`src/core/eals_pkg.sv`:
```
// Constants and types for the effective-address load/store unit
package eals_pkg;
   // ----------------------------------------------------------------
   // Widths
   // ----------------------------------------------------------------
   localparam int unsigned WORD_W = 16;
   localparam int unsigned ADDR_W = 15;
   localparam int unsigned OFS_W = 9;
   localparam int unsigned LVL_W = 3;

   // ----------------------------------------------------------------
   // Field positions of the first and second instruction words
   // ----------------------------------------------------------------
   localparam int unsigned OPC_MSB = 15;
   localparam int unsigned OPC_LSB = 12;
   localparam int unsigned MODE_MSB = 11;
   localparam int unsigned MODE_LSB = 9;
   localparam int unsigned OFS_MSB = 8;
   localparam int unsigned EXT_TAG_LSB = 8;
   localparam int unsigned EXT_ZERO_BIT = 6;
   localparam int unsigned POST_BIT = 7;
   localparam int unsigned EXT_OP_MSB = 5;
   localparam int unsigned EXT_OP_LSB = 3;
   localparam int unsigned EXT_MODE_MSB = 2;
   localparam int unsigned IND_BIT = 15;
   localparam int unsigned MODE_IND_BIT = 2;

   // ----------------------------------------------------------------
   // Codes
   // ----------------------------------------------------------------
   localparam logic [7:0] EXT_TAG = 8'h0c;
   localparam logic [2:0] MODE_REL = 3'h4;
   localparam logic [2:0] MODE_IDX_X = 3'h5;
   localparam logic [2:0] MODE_IDX_B = 3'h6;
   localparam logic [2:0] MODE_IND = 3'h7;
   localparam logic [2:0] OP_LD_A = 3'h1;
   localparam logic [2:0] OP_LD_B = 3'h2;
   localparam logic [2:0] OP_LD_X = 3'h3;
   localparam logic [2:0] OP_ST_A = 3'h5;
   localparam logic [2:0] OP_ST_B = 3'h6;
   localparam logic [2:0] OP_ST_X = 3'h7;
   localparam logic [2:0] OP_NONE = 3'h0;
   localparam logic [2:0] OP_INCR = 3'h4;
   localparam logic [LVL_W-1:0] IND_LIMIT_SHORT = 3'h5;
   localparam logic [LVL_W-1:0] IND_LIMIT_LONG = 3'h4;
   localparam logic [LVL_W-1:0] LEVEL_ONE = 3'h1;
   localparam logic [ADDR_W-1:0] PC_STEP = 15'h0001;
   localparam logic [WORD_W-1:0] REG_RESET = 16'h0000;

   // ----------------------------------------------------------------
   // Types
   // ----------------------------------------------------------------
   typedef enum logic [1:0] {ST_IDLE, ST_PTR, ST_OPER} eals_state_e;

   typedef struct packed {
      logic [WORD_W-1:0] word;
      logic [WORD_W-1:0] opnd;
      logic [ADDR_W-1:0] pc;
   } eals_instr_s;
endpackage

```
`src/core/eals_addr_add.sv`:
```
// Address adder that wraps inside the word address space
`timescale 1ns/1ps
`default_nettype none
module eals_addr_add
   import eals_pkg::*;
(
   input wire logic [ADDR_W-1:0] base_i,
   input wire logic [ADDR_W-1:0] ofs_i,
   output logic [ADDR_W-1:0] sum_o
);
   // Carry out of the top bit is dropped on purpose
   assign sum_o = base_i + ofs_i;
endmodule
`default_nettype wire

```
`src/core/eals_core.sv`:
```
// Effective-address generation and load/store execution unit
// What this block does
// - Long form, mode 7: operand word with top bit set is a pointer.
// - Low 15 operand bits reach any word; fetched word is address or pointer.
// - Keep fetching while a fetched word is itself indirect.
// - At most five indirect levels for short form, four for long form.
// - Short form mode 5: offset field plus index register.
// - Long form mode 5: index register, pre- or post-indexed.
// - Bit 7 clear: add index first, then walk indirection from the sum.
// - Bit 7 set: walk indirection first, then add the index.
// - Short form mode 6: offset field plus secondary accumulator.
// - Long form mode 6: secondary accumulator, pre- or post-indexed.
// - Short form mode 4: offset field plus program counter, up to 512 ahead.
// - Relative base is the instruction address plus one.
// - Long form mode 4: operand word plus program counter.
// - Next instruction is taken in while the current one executes.
// - Load and store in short, long and immediate forms.
// - Short form offset read per mode field; each operation own opcode.
// - Load writes only the named register with the memory word.
// - Store writes only the effective memory word with the named register.
// - Long form tagged in bits 8-15 with bit 6 clear; operation from bits 3-5.
// - Long loads allow relative, indirect and indexed addressing.
// - Long form mode 7, top bit clear: low 15 bits are the address.
// - Short form mode 7: offset points into the first 512 words.
`timescale 1ns/1ps
`default_nettype none
module eals_core
   import eals_pkg::*;
(
   input wire logic CORE_CLK_I,
   input wire logic RESET_N_I,
   input wire logic INSTR_VALID_I,
   input wire logic [WORD_W-1:0] INSTR_WORD_I,
   input wire logic [WORD_W-1:0] INSTR_OPND_I,
   input wire logic [ADDR_W-1:0] INSTR_PC_I,
   output logic INSTR_READY_O,
   output logic MEM_REQ_O,
   output logic MEM_WE_O,
   output logic [ADDR_W-1:0] MEM_ADDR_O,
   output logic [WORD_W-1:0] MEM_WDATA_O,
   input wire logic MEM_ACK_I,
   input wire logic [WORD_W-1:0] MEM_RDATA_I,
   output logic [WORD_W-1:0] ACC_A_O,
   output logic [WORD_W-1:0] ACC_B_O,
   output logic [WORD_W-1:0] IDX_X_O,
   output logic DONE_O,
   output logic LIMIT_ERR_O,
   output logic UNSUPP_O
);
   // ----------------------------------------------------------------
   // Decode helpers
   // ----------------------------------------------------------------
   function automatic logic is_ext(input logic [WORD_W-1:0] w);
      is_ext = (w[OPC_MSB:EXT_TAG_LSB] == EXT_TAG) && !w[EXT_ZERO_BIT];
   endfunction

   function automatic logic [2:0] op_of(input logic [WORD_W-1:0] w);
      if (is_ext(w)) begin
         op_of = w[EXT_OP_MSB:EXT_OP_LSB];
      end else begin
         op_of = w[OPC_MSB-1:OPC_LSB];
      end
   endfunction

   function automatic logic [2:0] mode_of(input logic [WORD_W-1:0] w);
      if (is_ext(w)) begin
         mode_of = w[EXT_MODE_MSB:0];
      end else begin
         mode_of = w[MODE_MSB:MODE_LSB];
      end
   endfunction

   function automatic logic is_ldst(input logic [WORD_W-1:0] w);
      logic [2:0] op;
      op = op_of(w);
      is_ldst = (is_ext(w) || !w[OPC_MSB]) && (op != OP_NONE) && (op != OP_INCR);
   endfunction

   function automatic logic is_store(input logic [2:0] op);
      is_store = (op == OP_ST_A) || (op == OP_ST_B) || (op == OP_ST_X);
   endfunction

   // ----------------------------------------------------------------
   // State
   // ----------------------------------------------------------------
   eals_state_e state_q, state_d;
   eals_instr_s pend_q;
   logic pend_vld_q, pend_vld_d;
   logic ready_q;
   logic take;
   logic [LVL_W-1:0] level_q, level_d, limit_q, limit_d, lvl_nx;
   logic post_q, post_d;
   logic [ADDR_W-1:0] post_base_q, post_base_d;
   logic [2:0] op_q, op_d;
   logic mem_req_q, mem_we_q;
   logic [ADDR_W-1:0] mem_addr_q;
   logic [WORD_W-1:0] mem_wdata_q;
   logic [WORD_W-1:0] acc_a_q, acc_b_q, idx_x_q;
   logic done_q, done_d, lim_err_q, lim_err_d, unsupp_q, unsupp_d;
   logic ld_en;
   logic [WORD_W-1:0] ld_data;
   logic go_oper, go_ptr;
   logic [ADDR_W-1:0] ea_v, ptr_v;
   logic [ADDR_W-1:0] add_base, add_ofs, add_sum, pc_next;
   logic [2:0] mode_w;
   logic ext_w;
   logic [WORD_W-1:0] st_val;

   assign mode_w = mode_of(pend_q.word);
   assign ext_w = is_ext(pend_q.word);

   // ----------------------------------------------------------------
   // Instruction intake
   // ----------------------------------------------------------------
   // One waiting slot lets the next word arrive during execution
   assign pend_vld_d = (INSTR_VALID_I && ready_q) || (pend_vld_q && !take);

   always_ff @(posedge CORE_CLK_I or negedge RESET_N_I) begin
      if (!RESET_N_I) begin
         pend_q <= '0;
         pend_vld_q <= 1'b0;
         ready_q <= 1'b0;
      end else begin
         if (INSTR_VALID_I && ready_q) begin
            pend_q <= '{word: INSTR_WORD_I, opnd: INSTR_OPND_I, pc: INSTR_PC_I};
         end
         pend_vld_q <= pend_vld_d;
         ready_q <= !pend_vld_d;
      end
   end

   // ----------------------------------------------------------------
   // Address adder
   // ----------------------------------------------------------------
   assign pc_next = pend_q.pc + PC_STEP;

   always_comb begin
      add_base = post_base_q;
      add_ofs = MEM_RDATA_I[ADDR_W-1:0];
      if (state_q == ST_IDLE) begin
         unique case (mode_w)
            MODE_REL: add_base = pc_next;
            MODE_IDX_X: add_base = idx_x_q[ADDR_W-1:0];
            MODE_IDX_B: add_base = acc_b_q[ADDR_W-1:0];
            default: add_base = post_base_q;
         endcase
         if (ext_w) begin
            add_ofs = pend_q.opnd[ADDR_W-1:0];
         end else begin
            add_ofs = ADDR_W'(pend_q.word[OFS_MSB:0]);
         end
      end
   end

   eals_addr_add i_eals_addr_add (
      .base_i(add_base),
      .ofs_i(add_ofs),
      .sum_o(add_sum)
   );

   // ----------------------------------------------------------------
   // Sequencer
   // ----------------------------------------------------------------
   assign lvl_nx = level_q + LEVEL_ONE;

   always_comb begin
      state_d = state_q;
      level_d = level_q;
      limit_d = limit_q;
      post_d = post_q;
      post_base_d = post_base_q;
      op_d = op_q;
      take = 1'b0;
      ld_en = 1'b0;
      ld_data = MEM_RDATA_I;
      done_d = 1'b0;
      lim_err_d = 1'b0;
      unsupp_d = 1'b0;
      go_oper = 1'b0;
      go_ptr = 1'b0;
      ea_v = add_sum;
      ptr_v = add_sum;
      unique case (state_q)
         ST_IDLE: begin
            if (pend_vld_q) begin
               take = 1'b1;
               op_d = op_of(pend_q.word);
               level_d = '0;
               post_d = 1'b0;
               if (!is_ldst(pend_q.word)) begin
                  unsupp_d = 1'b1;
               end else if (!ext_w) begin
                  limit_d = IND_LIMIT_SHORT;
                  if (!mode_w[MODE_IND_BIT]) begin
                     go_oper = 1'b1;
                     ea_v = ADDR_W'({mode_w[1:0], pend_q.word[OFS_MSB:0]});
                  end else if (mode_w == MODE_IND) begin
                     go_ptr = 1'b1;
                     ptr_v = ADDR_W'(pend_q.word[OFS_MSB:0]);
                  end else begin
                     go_oper = 1'b1;
                  end
               end else begin
                  limit_d = IND_LIMIT_LONG;
                  if (!mode_w[MODE_IND_BIT]) begin
                     // Immediate: operand is the second word itself
                     if (is_store(op_d)) begin
                        go_oper = 1'b1;
                        ea_v = pc_next;
                     end else begin
                        ld_en = 1'b1;
                        ld_data = pend_q.opnd;
                        done_d = 1'b1;
                     end
                  end else if (mode_w == MODE_IND) begin
                     if (pend_q.opnd[IND_BIT]) begin
                        go_ptr = 1'b1;
                        ptr_v = pend_q.opnd[ADDR_W-1:0];
                     end else begin
                        go_oper = 1'b1;
                        ea_v = pend_q.opnd[ADDR_W-1:0];
                     end
                  end else if (pend_q.word[POST_BIT]) begin
                     post_base_d = add_base;
                     if (pend_q.opnd[IND_BIT]) begin
                        post_d = 1'b1;
                        go_ptr = 1'b1;
                        ptr_v = pend_q.opnd[ADDR_W-1:0];
                     end else begin
                        go_oper = 1'b1;
                     end
                  end else begin
                     if (pend_q.opnd[IND_BIT]) begin
                        go_ptr = 1'b1;
                     end else begin
                        go_oper = 1'b1;
                     end
                  end
               end
            end
         end
         ST_PTR: begin
            if (MEM_ACK_I) begin
               level_d = lvl_nx;
               if (MEM_RDATA_I[IND_BIT]) begin
                  // Chain too deep: abandon the instruction, nothing is written
                  if (lvl_nx >= limit_q) begin
                     lim_err_d = 1'b1;
                     state_d = ST_IDLE;
                  end else begin
                     go_ptr = 1'b1;
                     ptr_v = MEM_RDATA_I[ADDR_W-1:0];
                  end
               end else begin
                  go_oper = 1'b1;
                  ea_v = post_q ? add_sum : MEM_RDATA_I[ADDR_W-1:0];
               end
            end
         end
         ST_OPER: begin
            if (MEM_ACK_I) begin
               ld_en = !is_store(op_q);
               done_d = 1'b1;
               state_d = ST_IDLE;
            end
         end
         default: state_d = ST_IDLE;
      endcase
      if (go_ptr) begin
         state_d = ST_PTR;
      end
      if (go_oper) begin
         state_d = ST_OPER;
      end
   end

   always_ff @(posedge CORE_CLK_I or negedge RESET_N_I) begin
      if (!RESET_N_I) begin
         state_q <= ST_IDLE;
         level_q <= '0;
         limit_q <= '0;
         post_q <= 1'b0;
         post_base_q <= '0;
         op_q <= OP_NONE;
         done_q <= 1'b0;
         lim_err_q <= 1'b0;
         unsupp_q <= 1'b0;
      end else begin
         state_q <= state_d;
         level_q <= level_d;
         limit_q <= limit_d;
         post_q <= post_d;
         post_base_q <= post_base_d;
         op_q <= op_d;
         done_q <= done_d;
         lim_err_q <= lim_err_d;
         unsupp_q <= unsupp_d;
      end
   end

   // ----------------------------------------------------------------
   // Memory port and register file
   // ----------------------------------------------------------------
   assign st_val = (op_d == OP_ST_A) ? acc_a_q : (op_d == OP_ST_B) ? acc_b_q : idx_x_q;
   // Request, address and data stay frozen until the ack edge
   always_ff @(posedge CORE_CLK_I or negedge RESET_N_I) begin
      if (!RESET_N_I) begin
         mem_req_q <= 1'b0;
         mem_we_q <= 1'b0;
         mem_addr_q <= '0;
         mem_wdata_q <= '0;
      end else if (go_ptr || go_oper) begin
         mem_req_q <= 1'b1;
         mem_we_q <= go_oper && is_store(op_d);
         mem_addr_q <= go_ptr ? ptr_v : ea_v;
         mem_wdata_q <= st_val;
      end else if (MEM_ACK_I) begin
         mem_req_q <= 1'b0;
      end
   end
   always_ff @(posedge CORE_CLK_I or negedge RESET_N_I) begin
      if (!RESET_N_I) begin
         acc_a_q <= REG_RESET;
         acc_b_q <= REG_RESET;
         idx_x_q <= REG_RESET;
      end else if (ld_en) begin
         unique case (op_d)
            OP_LD_A: acc_a_q <= ld_data;
            OP_LD_B: acc_b_q <= ld_data;
            OP_LD_X: idx_x_q <= ld_data;
            default: ;
         endcase
      end
   end
   assign INSTR_READY_O = ready_q;
   assign MEM_REQ_O = mem_req_q;
   assign MEM_WE_O = mem_we_q;
   assign MEM_ADDR_O = mem_addr_q;
   assign MEM_WDATA_O = mem_wdata_q;
   assign ACC_A_O = acc_a_q;
   assign ACC_B_O = acc_b_q;
   assign IDX_X_O = idx_x_q;
   assign DONE_O = done_q;
   assign LIMIT_ERR_O = lim_err_q;
   assign UNSUPP_O = unsupp_q;
endmodule
`default_nettype wire

```
`config.mk`:
```
export PLATFORM = sky130hd
export DESIGN_NAME = eals_core
export DESIGN_NICKNAME = d
export VERILOG_FILES = /design/src/core/eals_pkg.sv /design/src/core/eals_addr_add.sv /design/src/core/eals_core.sv
export SDC_FILE = /design/constraint.sdc
export NUM_CORES = 1
export LEC_CHECK = 0
export ABC_CLOCK_PERIOD_IN_PS = 13700
export BUFFER_PORTS_ARGS = -buffer_cell sky130_fd_sc_hd__buf_2
export CAP_MARGIN = 20
export CORE_MARGIN = 5
export CORE_UTILIZATION = 42
export CTS_CLUSTER_SIZE = 8
export DETAILED_ROUTE_END_ITERATION = 8
export MAX_ROUTING_LAYER = met4
export SKIP_CTS_REPAIR_TIMING = 1
export SLEW_MARGIN = 20
export SYNTH_ARGS = -nofsm -noshare
export SYNTH_HDL_FRONTEND = slang
export SYNTH_HIERARCHICAL = 1
export SYNTH_SLANG_ARGS = --single-unit
```
`constraint.sdc`:
```
create_clock -name CORE_CLK_I -period 13.7 [get_ports CORE_CLK_I]
set_clock_uncertainty 0.2 [all_clocks]
set_input_delay 1.37 -clock CORE_CLK_I [delete_from_list [all_inputs] [get_ports CORE_CLK_I]]
set_output_delay 1.37 -clock CORE_CLK_I [all_outputs]
set_load 0.02 [all_outputs]
```
Word-level counts from Yosys, hierarchy flattened
Index checks and enable logic that the tools add are counted.
{"block": "totals", "regBits": 160, "input_bits": 67, "out_inout_bits": 85, "word_cells": 187}
{"block": "classes", "addsub": 3, "magnitude_cmp": 1, "eq_ne": 27, "mux": 102, "bitwise": 1, "n_reduce_logical": 32}
{"op": "2-to-1 mux 15 bit", "n": 27}
{"op": "2-to-1 mux 16 bit", "n": 8}
{"op": "one-hot mux 15 bit (2 select lines)", "n": 2}
{"op": "one-hot mux 15 bit (3 select lines)", "n": 1}
{"op": "2-to-1 mux 1 bit", "n": 44}
{"op": "equality test 3 bit (second input constant)", "n": 13}
{"op": "2-to-1 mux 3 bit", "n": 8}
{"op": "!= test 4 bit (second input constant)", "n": 4}
{"op": "adder 15 x 1 -> 15 bit (second input constant)", "n": 1}
{"op": "adder 15 bit", "n": 1}
{"op": "2-to-1 mux 2 bit", "n": 6}
{"op": "logical OR 1 bit", "n": 9}
{"op": "equality test 8 x 4 -> 1 bit (second input constant)", "n": 1}
{"op": "one-hot mux 1 bit (2 select lines)", "n": 4}
{"op": "AND reduction 2 bit", "n": 4}
{"op": "AND reduction 7 bit", "n": 1}
{"op": "equality test 3 x 2 -> 1 bit (second input constant)", "n": 2}
{"op": "logical AND 1 bit", "n": 6}
{"op": "!= test 3 bit (second input constant)", "n": 2}
{"op": "one-hot mux 2 bit (3 select lines)", "n": 1}
{"op": "one-hot mux 3 bit (2 select lines)", "n": 1}
{"op": "AND reduction 3 bit", "n": 2}
{"op": "logical NOT 1 bit", "n": 5}
{"op": "AND reduction 5 bit", "n": 1}
{"op": "10 further kinds", "n": 12}

Depth between registers and ports, before layout
{"block": "depth", "ltp_word": 16, "mapped_depth": 22, "depth_no_buf": 20}

Hierarchy
The synthesis kept the hierarchy.
{"module": "eals_core", "n_inst": 1, "cells_per_inst": 1016, "area_per_inst_um2": 9266.4, "seq_area_each_um2": 3978.8}
{"module": "eals_addr_add", "n_inst": 1, "cells_per_inst": 86, "area_per_inst_um2": 663.1, "seq_area_each_um2": 0.0}

Worst setup path after synthesis
No wires, ideal clock.
{"block": "synth_timing", "kind": "register to register", "startpoint": "reg pend_q[40] (netlist name)", "endpoint": "reg mem_addr_q[14] (netlist: MEM_ADDR_O[14])", "setup_ps": 124, "arrival_ps": 4847, "required_ps": 13376, "slack_ps": 8529, "stages_incl_launch_ff": 21, "n_path_buf": 3, "period_less_slack_ps": 5171, "path_cell_list": "dfrtp_1 clkbuf_1 or4b_1 clkbuf_1 nor3_2 a21oi_1 o311ai_2 buf_2 mux2_2 ha_1 a21oi_1 nand2_1 o32ai_1 o31ai_1 xnor2_1 nand2_1 nand2_1 a222oi_1 a21boi_0 a221oi_1 a211o_1"}
{"block": "synth_via", "elab_chain_len": 16, "word_cells_on_any_way": 67, "cone_classes": "add/sub (1); eq/ne (9); mux (49); reduce/logical (8)"}
{"item": "start: declaration", "line_no": "eals_core.sv:87", "source": "eals_instr_s pend_q;"}
{"item": "start signal: assignment", "line_no": "eals_core.sv:125", "source": "pend_q <= '{word: INSTR_WORD_I, opnd: INSTR_OPND_I, pc: INSTR_PC_I};"}
{"item": "equality test 8 x 4 -> 1 bit", "line_no": "eals_core.sv:54", "source": "is_ext = (w[OPC_MSB:EXT_TAG_LSB] == EXT_TAG) && !w[EXT_ZERO_BIT];"}
{"item": "logical AND 1 bit", "line_no": "eals_core.sv:54"}
{"item": "2-to-1 mux 3 bit (*)", "line_no": "eals_core.sv:66", "source": "if (is_ext(w)) begin"}
{"item": "equality test 3 bit", "line_no": "eals_core.sv:141", "source": "unique case (mode_w)"}
{"item": "one-hot mux 15 bit (3 select lines) (*)", "line_no": "eals_core.sv:141"}
{"item": "2-to-1 mux 15 bit (*)", "line_no": "eals_core.sv:140", "source": "if (state_q == ST_IDLE) begin"}
{"item": "via add_base[7]", "line_no": "eals_core.sv:104", "source": "logic [ADDR_W-1:0] add_base, add_ofs, add_sum, pc_next;"}
{"item": "adder 15 bit (*)", "line_no": "eals_addr_add.sv:12", "source": "assign sum_o = base_i + ofs_i;"}
{"item": "via add_sum[14]", "line_no": "eals_core.sv:104"}
{"item": "[... 1 more ...]"}
{"item": "2-to-1 mux 15 bit", "line_no": "eals_core.sv:223", "source": "end else if (pend_q.word[POST_BIT]) begin"}
{"item": "2-to-1 mux 15 bit", "line_no": "eals_core.sv:215", "source": "end else if (mode_w == MODE_IND) begin"}
{"item": "2-to-1 mux 15 bit", "line_no": "eals_core.sv:205", "source": "if (!mode_w[MODE_IND_BIT]) begin"}
{"item": "2-to-1 mux 15 bit", "line_no": "eals_core.sv:192", "source": "end else if (!ext_w) begin"}
{"item": "2-to-1 mux 15 bit", "line_no": "eals_core.sv:190", "source": "if (!is_ldst(pend_q.word)) begin"}
{"item": "2-to-1 mux 15 bit", "line_no": "eals_core.sv:185", "source": "if (pend_vld_q) begin"}
{"item": "one-hot mux 15 bit (2 select lines)", "line_no": "eals_core.sv:183", "source": "unique case (state_q)"}
{"item": "2-to-1 mux 15 bit (*)", "line_no": "eals_core.sv:315", "source": "mem_addr_q <= go_ptr ? ptr_v : ea_v;"}
{"item": "end signal: assignment", "line_no": "eals_core.sv:315"}
{"item": "end: declaration", "line_no": "eals_core.sv:96", "source": "logic [ADDR_W-1:0] mem_addr_q;"}
Mark *: on every way through the listed nets, which the timed path passes. The rest lies on a longest branch. The select of a mux whose other input is x is not followed.
A chain may end at the register's enable or synchronous reset.

Worst setup path after layout
{"block": "layout_timing", "startpoint": "reg pend_q[41] (netlist name)", "endpoint": "reg mem_addr_q[14] (netlist: MEM_ADDR_O[14])"}
Same word-level chain as after synthesis.

==> reports/metrics.yaml <==
logic_synthesis:
  avgSynthCellArea_um2: 9.010
  yosys.area.top_type: "dfrtp_1"
  synth_edf_count: 0
  muxShareOfSynthArea_pct: 11.37
  synthSimpleGateAreaFrac_pct: 17.87
  synthCells: 1102
  synth_compound_area_share_pct: 22.34
  syn_nets: 1188
  synth_top_cell_area_share_pct: 40.07
  async_flop_share_pct: 100.0
  ys_ff_latch: 159
  synthXorXnorAreaFrac_pct: 2.205
  synth.distinct_cells: 85
  ys.warnings.count: 6
  synth_top_family_by_area: "compound AO/OA/AOI/OAI gates"
  synth_area_um2: 9930
  synth_flop_cell: "dfrtp_1"
  yosys.area_share.adder_pct: 2.470
  ys_top_cells_by_area: "dfrtp_1, mux2_2, nor2_1, nand2_1, a21oi_1"
  synth_seq_area_share_pct: 40.07
floorplanning:
  die_h_um: 163.8
  die-width_um: 163.8
  ioPinCount: 152
  die_area_um2: 26820
  initial_core_util_pct: 42.43
  rows: 56
  core_area_um2: 23400
status:
  status: "completed"
final_layout:
  n_antenna_cell: 0
  final_cell_area_um2: 11560
  final_nets: 1307
  layout-drive-gt1-share_pct: 25.45
  area_growth_pct: 16.41
min_path:
  hp-class: "reg -> reg"
  holdPathStages: 2
critical_path:
  endpoint_kind: "register"
  crit_arrival_ns: 6.88
  crit_chain: "or4b_1, nor3_2, a21oi_1, nand3b_1, nor2_1, a221o_1, mux2_2, ha_1, fa_1, a21oi_1, o21ai_2, o32ai_1, o31ai_1, xnor2_1, nand2_1, nand2_1, a222oi_1, a21boi_0, a221oi_1, a211o_1"
  worstRegToRegCells: 20
  required_ns: 13.82
  worst_path_dominant_cell_family: "simple AND/OR/NAND/NOR gates"
  slowest_delay_ns: 0.90
  cp.depth: 20
  worstSetupStartpointType: "register"
  path_class: "reg -> reg"
  worst-path-max-fanout: 15
  worst_path_max_delay_cell: "nor3_2"
  crit_buf_inv: 0
job:
  cap_violations: 0
routing:
  vias: 9421
  via_per_inst: 6.066
  wl_met3_um: 3247
  wl_met2_um: 15590
  drt_iter0_drc: 1202
  drcViolationCount: 0
  top_layer: "met4"
  wl_per_cell_um: 23.70
  ant_nets: 0
  wl_met1_um: 16530
  drt_pass1_iterations: 6
  wirelength_um: 36800
sta:
  slew_headroom_pct: 24.75
  rsz0062_at_grt: "no"
  fin_setup_tns_ns: 0
  setup_viol: 0
  period_share_pct: 49.32
  layout_min_cycle_time_ns: 6.757
  slew_violations: 0
  hold_violations: 0
  tightest_slew_ns: 1.127
  fmax_mhz: 148.0
pwr:
  p_leak_nw: 5.222
  vdd_ir_drop_max_v: 0.00009776
  p_per_area_nw_per_um2: 241.0
  p_total_mw: 2.785
clocking:
  cts_buffers: 17
  clk_pin_slew_ns: 0.07
  htreeDepth: 4
  clkLatencyLatePin_ns: 0.44
  cts.sinks: 159
  cts_max_path_buffers: 2
  cts_tree: "yes"
  clockRootBuffer: "clkbuf_16"
placement:
  placed_cell_area_um2: 10950
  dp_hpwl_um: 27180
  port_buffers: 151
  place_congestion: 1.051
global_routing:
  grt_pass1_wl_um: 55770
  grt_pass1_vias: 8931
  groute.usage.overall_pct: 28.27
  overflow: 0
  grt_max_degree: 92
  antenna_found_initial: 0
worst paths after layout:
path,from,end,slack (ns)
setup / recovery,pend_q[41],MEM_ADDR_O[14],6.94
hold / removal,limit_q[2],limit_q[2],0.26
setup reg to reg,pend_q[41],MEM_ADDR_O[14],6.94
hold reg to reg,limit_q[2],limit_q[2],0.26
max in group asynchronous,RESET_N_I,pend_q[46],11.02
min in group asynchronous,RESET_N_I,MEM_WDATA_O[8],0.79
report_power, final:
group	leakage (nW)	switching, mW	internal [mW]
Clock	0.282	0.236	0.245
Sequential	1.99	0.245	0.650
Combinational	2.95	0.902	0.508
Total	5.22	1.38	1.40
registers in the layout, summed over array words and instances, names as in the netlist, 2 cells and up:
signal       flops
pend_q          47
ACC_A_O         16
ACC_B_O         16
IDX_X_O         16
MEM_WDATA_O     16
MEM_ADDR_O      15
post_base_q     15
level_q          3
op_q             3
limit_q          2
state_q          2
layer usage:
metal	up-vias	GRT usage, %
li1	4284	-
met1	4554	39.26
met2	497	40.44
met3	86	5.872
met4	0	11.48
met5	-	-
kinds of logic (layout without fill, tap and decap cells):
family,after synthesis,in the layout
adder cells (fa/ha/maj),19,19
multiplexers,103,103
AO/OA/AOI/OAI,321,321
flip-flops,159,159
AND/OR/NAND/NOR,388,388
XOR/XNOR,25,25
buffers and inverters,87,219
synth_stat cells (7+ instances only):
library cell	number
a21o_1	24
a21oi_1	85
a221o_1	7
a22oi_1	15
a311oi_1	17
a31oi_1	14
and3_1	7
buf_2	10
buf_4	7
clkbuf_1	49
dfrtp_1	159
ha_1	18
inv_1	16
mux2_2	78
mux2i_1	25
nand2_1	134
nand2b_1	7
nand3_1	25
nand3b_1	7
nor2_1	142
nor3_1	18
nor4_1	7
o211ai_1	9
o21a_1	11
o21ai_0	49
o221ai_1	8
o22ai_1	9
xnor2_1	15
xor2_1	10
worst reg2reg max path, delay by kind of cell, from the launching register on:
kind / cells / cell delay (ns)
DFF: 1 / 0.57
muxes: 1 / 0.27
and+or+nand+nor: 6 / 2.43
adders and majority gates: 2 / 0.66
AOI/OAI and AO/OA: 10 / 2.25
xor gates and xnor gates: 1 / 0.26
through the flow:
stage	util [%]	hold slack [ns]	cells	setup WS (ns)
4_1_cts	49.31	0.2608	1552	7.237
3_3_place_gp	46.78	0.2420	1520	7.441
2_1_floorplan	-	0.2181	1102	8.529
3_5_place_dp	46.79	0.2428	1520	7.264
5_1_grt	49.39	0.2957	1553	6.742
6_report	49.39	0.2635	1553	6.943
layout make-up:
type,count,area [um^2]
multi-input combinational,856,5615
timing repair buffer,170,912.1
clock inverter,15,163.9
inverter,17,63.81
tap,319,399.1
sequential,159,3979
fill,2314,11840
clock buffer,17,425.4
cells in the final DEF (no fill, tap or decap), types with 10 or more instances in the layout:
cell         n
a21oi_1     85
a31oi_1     14
ha_1        18
mux2_2      78
a22oi_1     15
clkbuf_16   17
xnor2_1     15
o21ai_0     49
buf_2      150
nor2_1     140
xor2_1      10
a311oi_1    17
nand2_1    133
nand3_1     25
dfrtp_1    159
inv_1       16
o21a_1      11
mux2i_1     25
a21o_1      24
buf_4       18
nor3_1      18
Note: power is estimated with default switching activity, not from simulation.
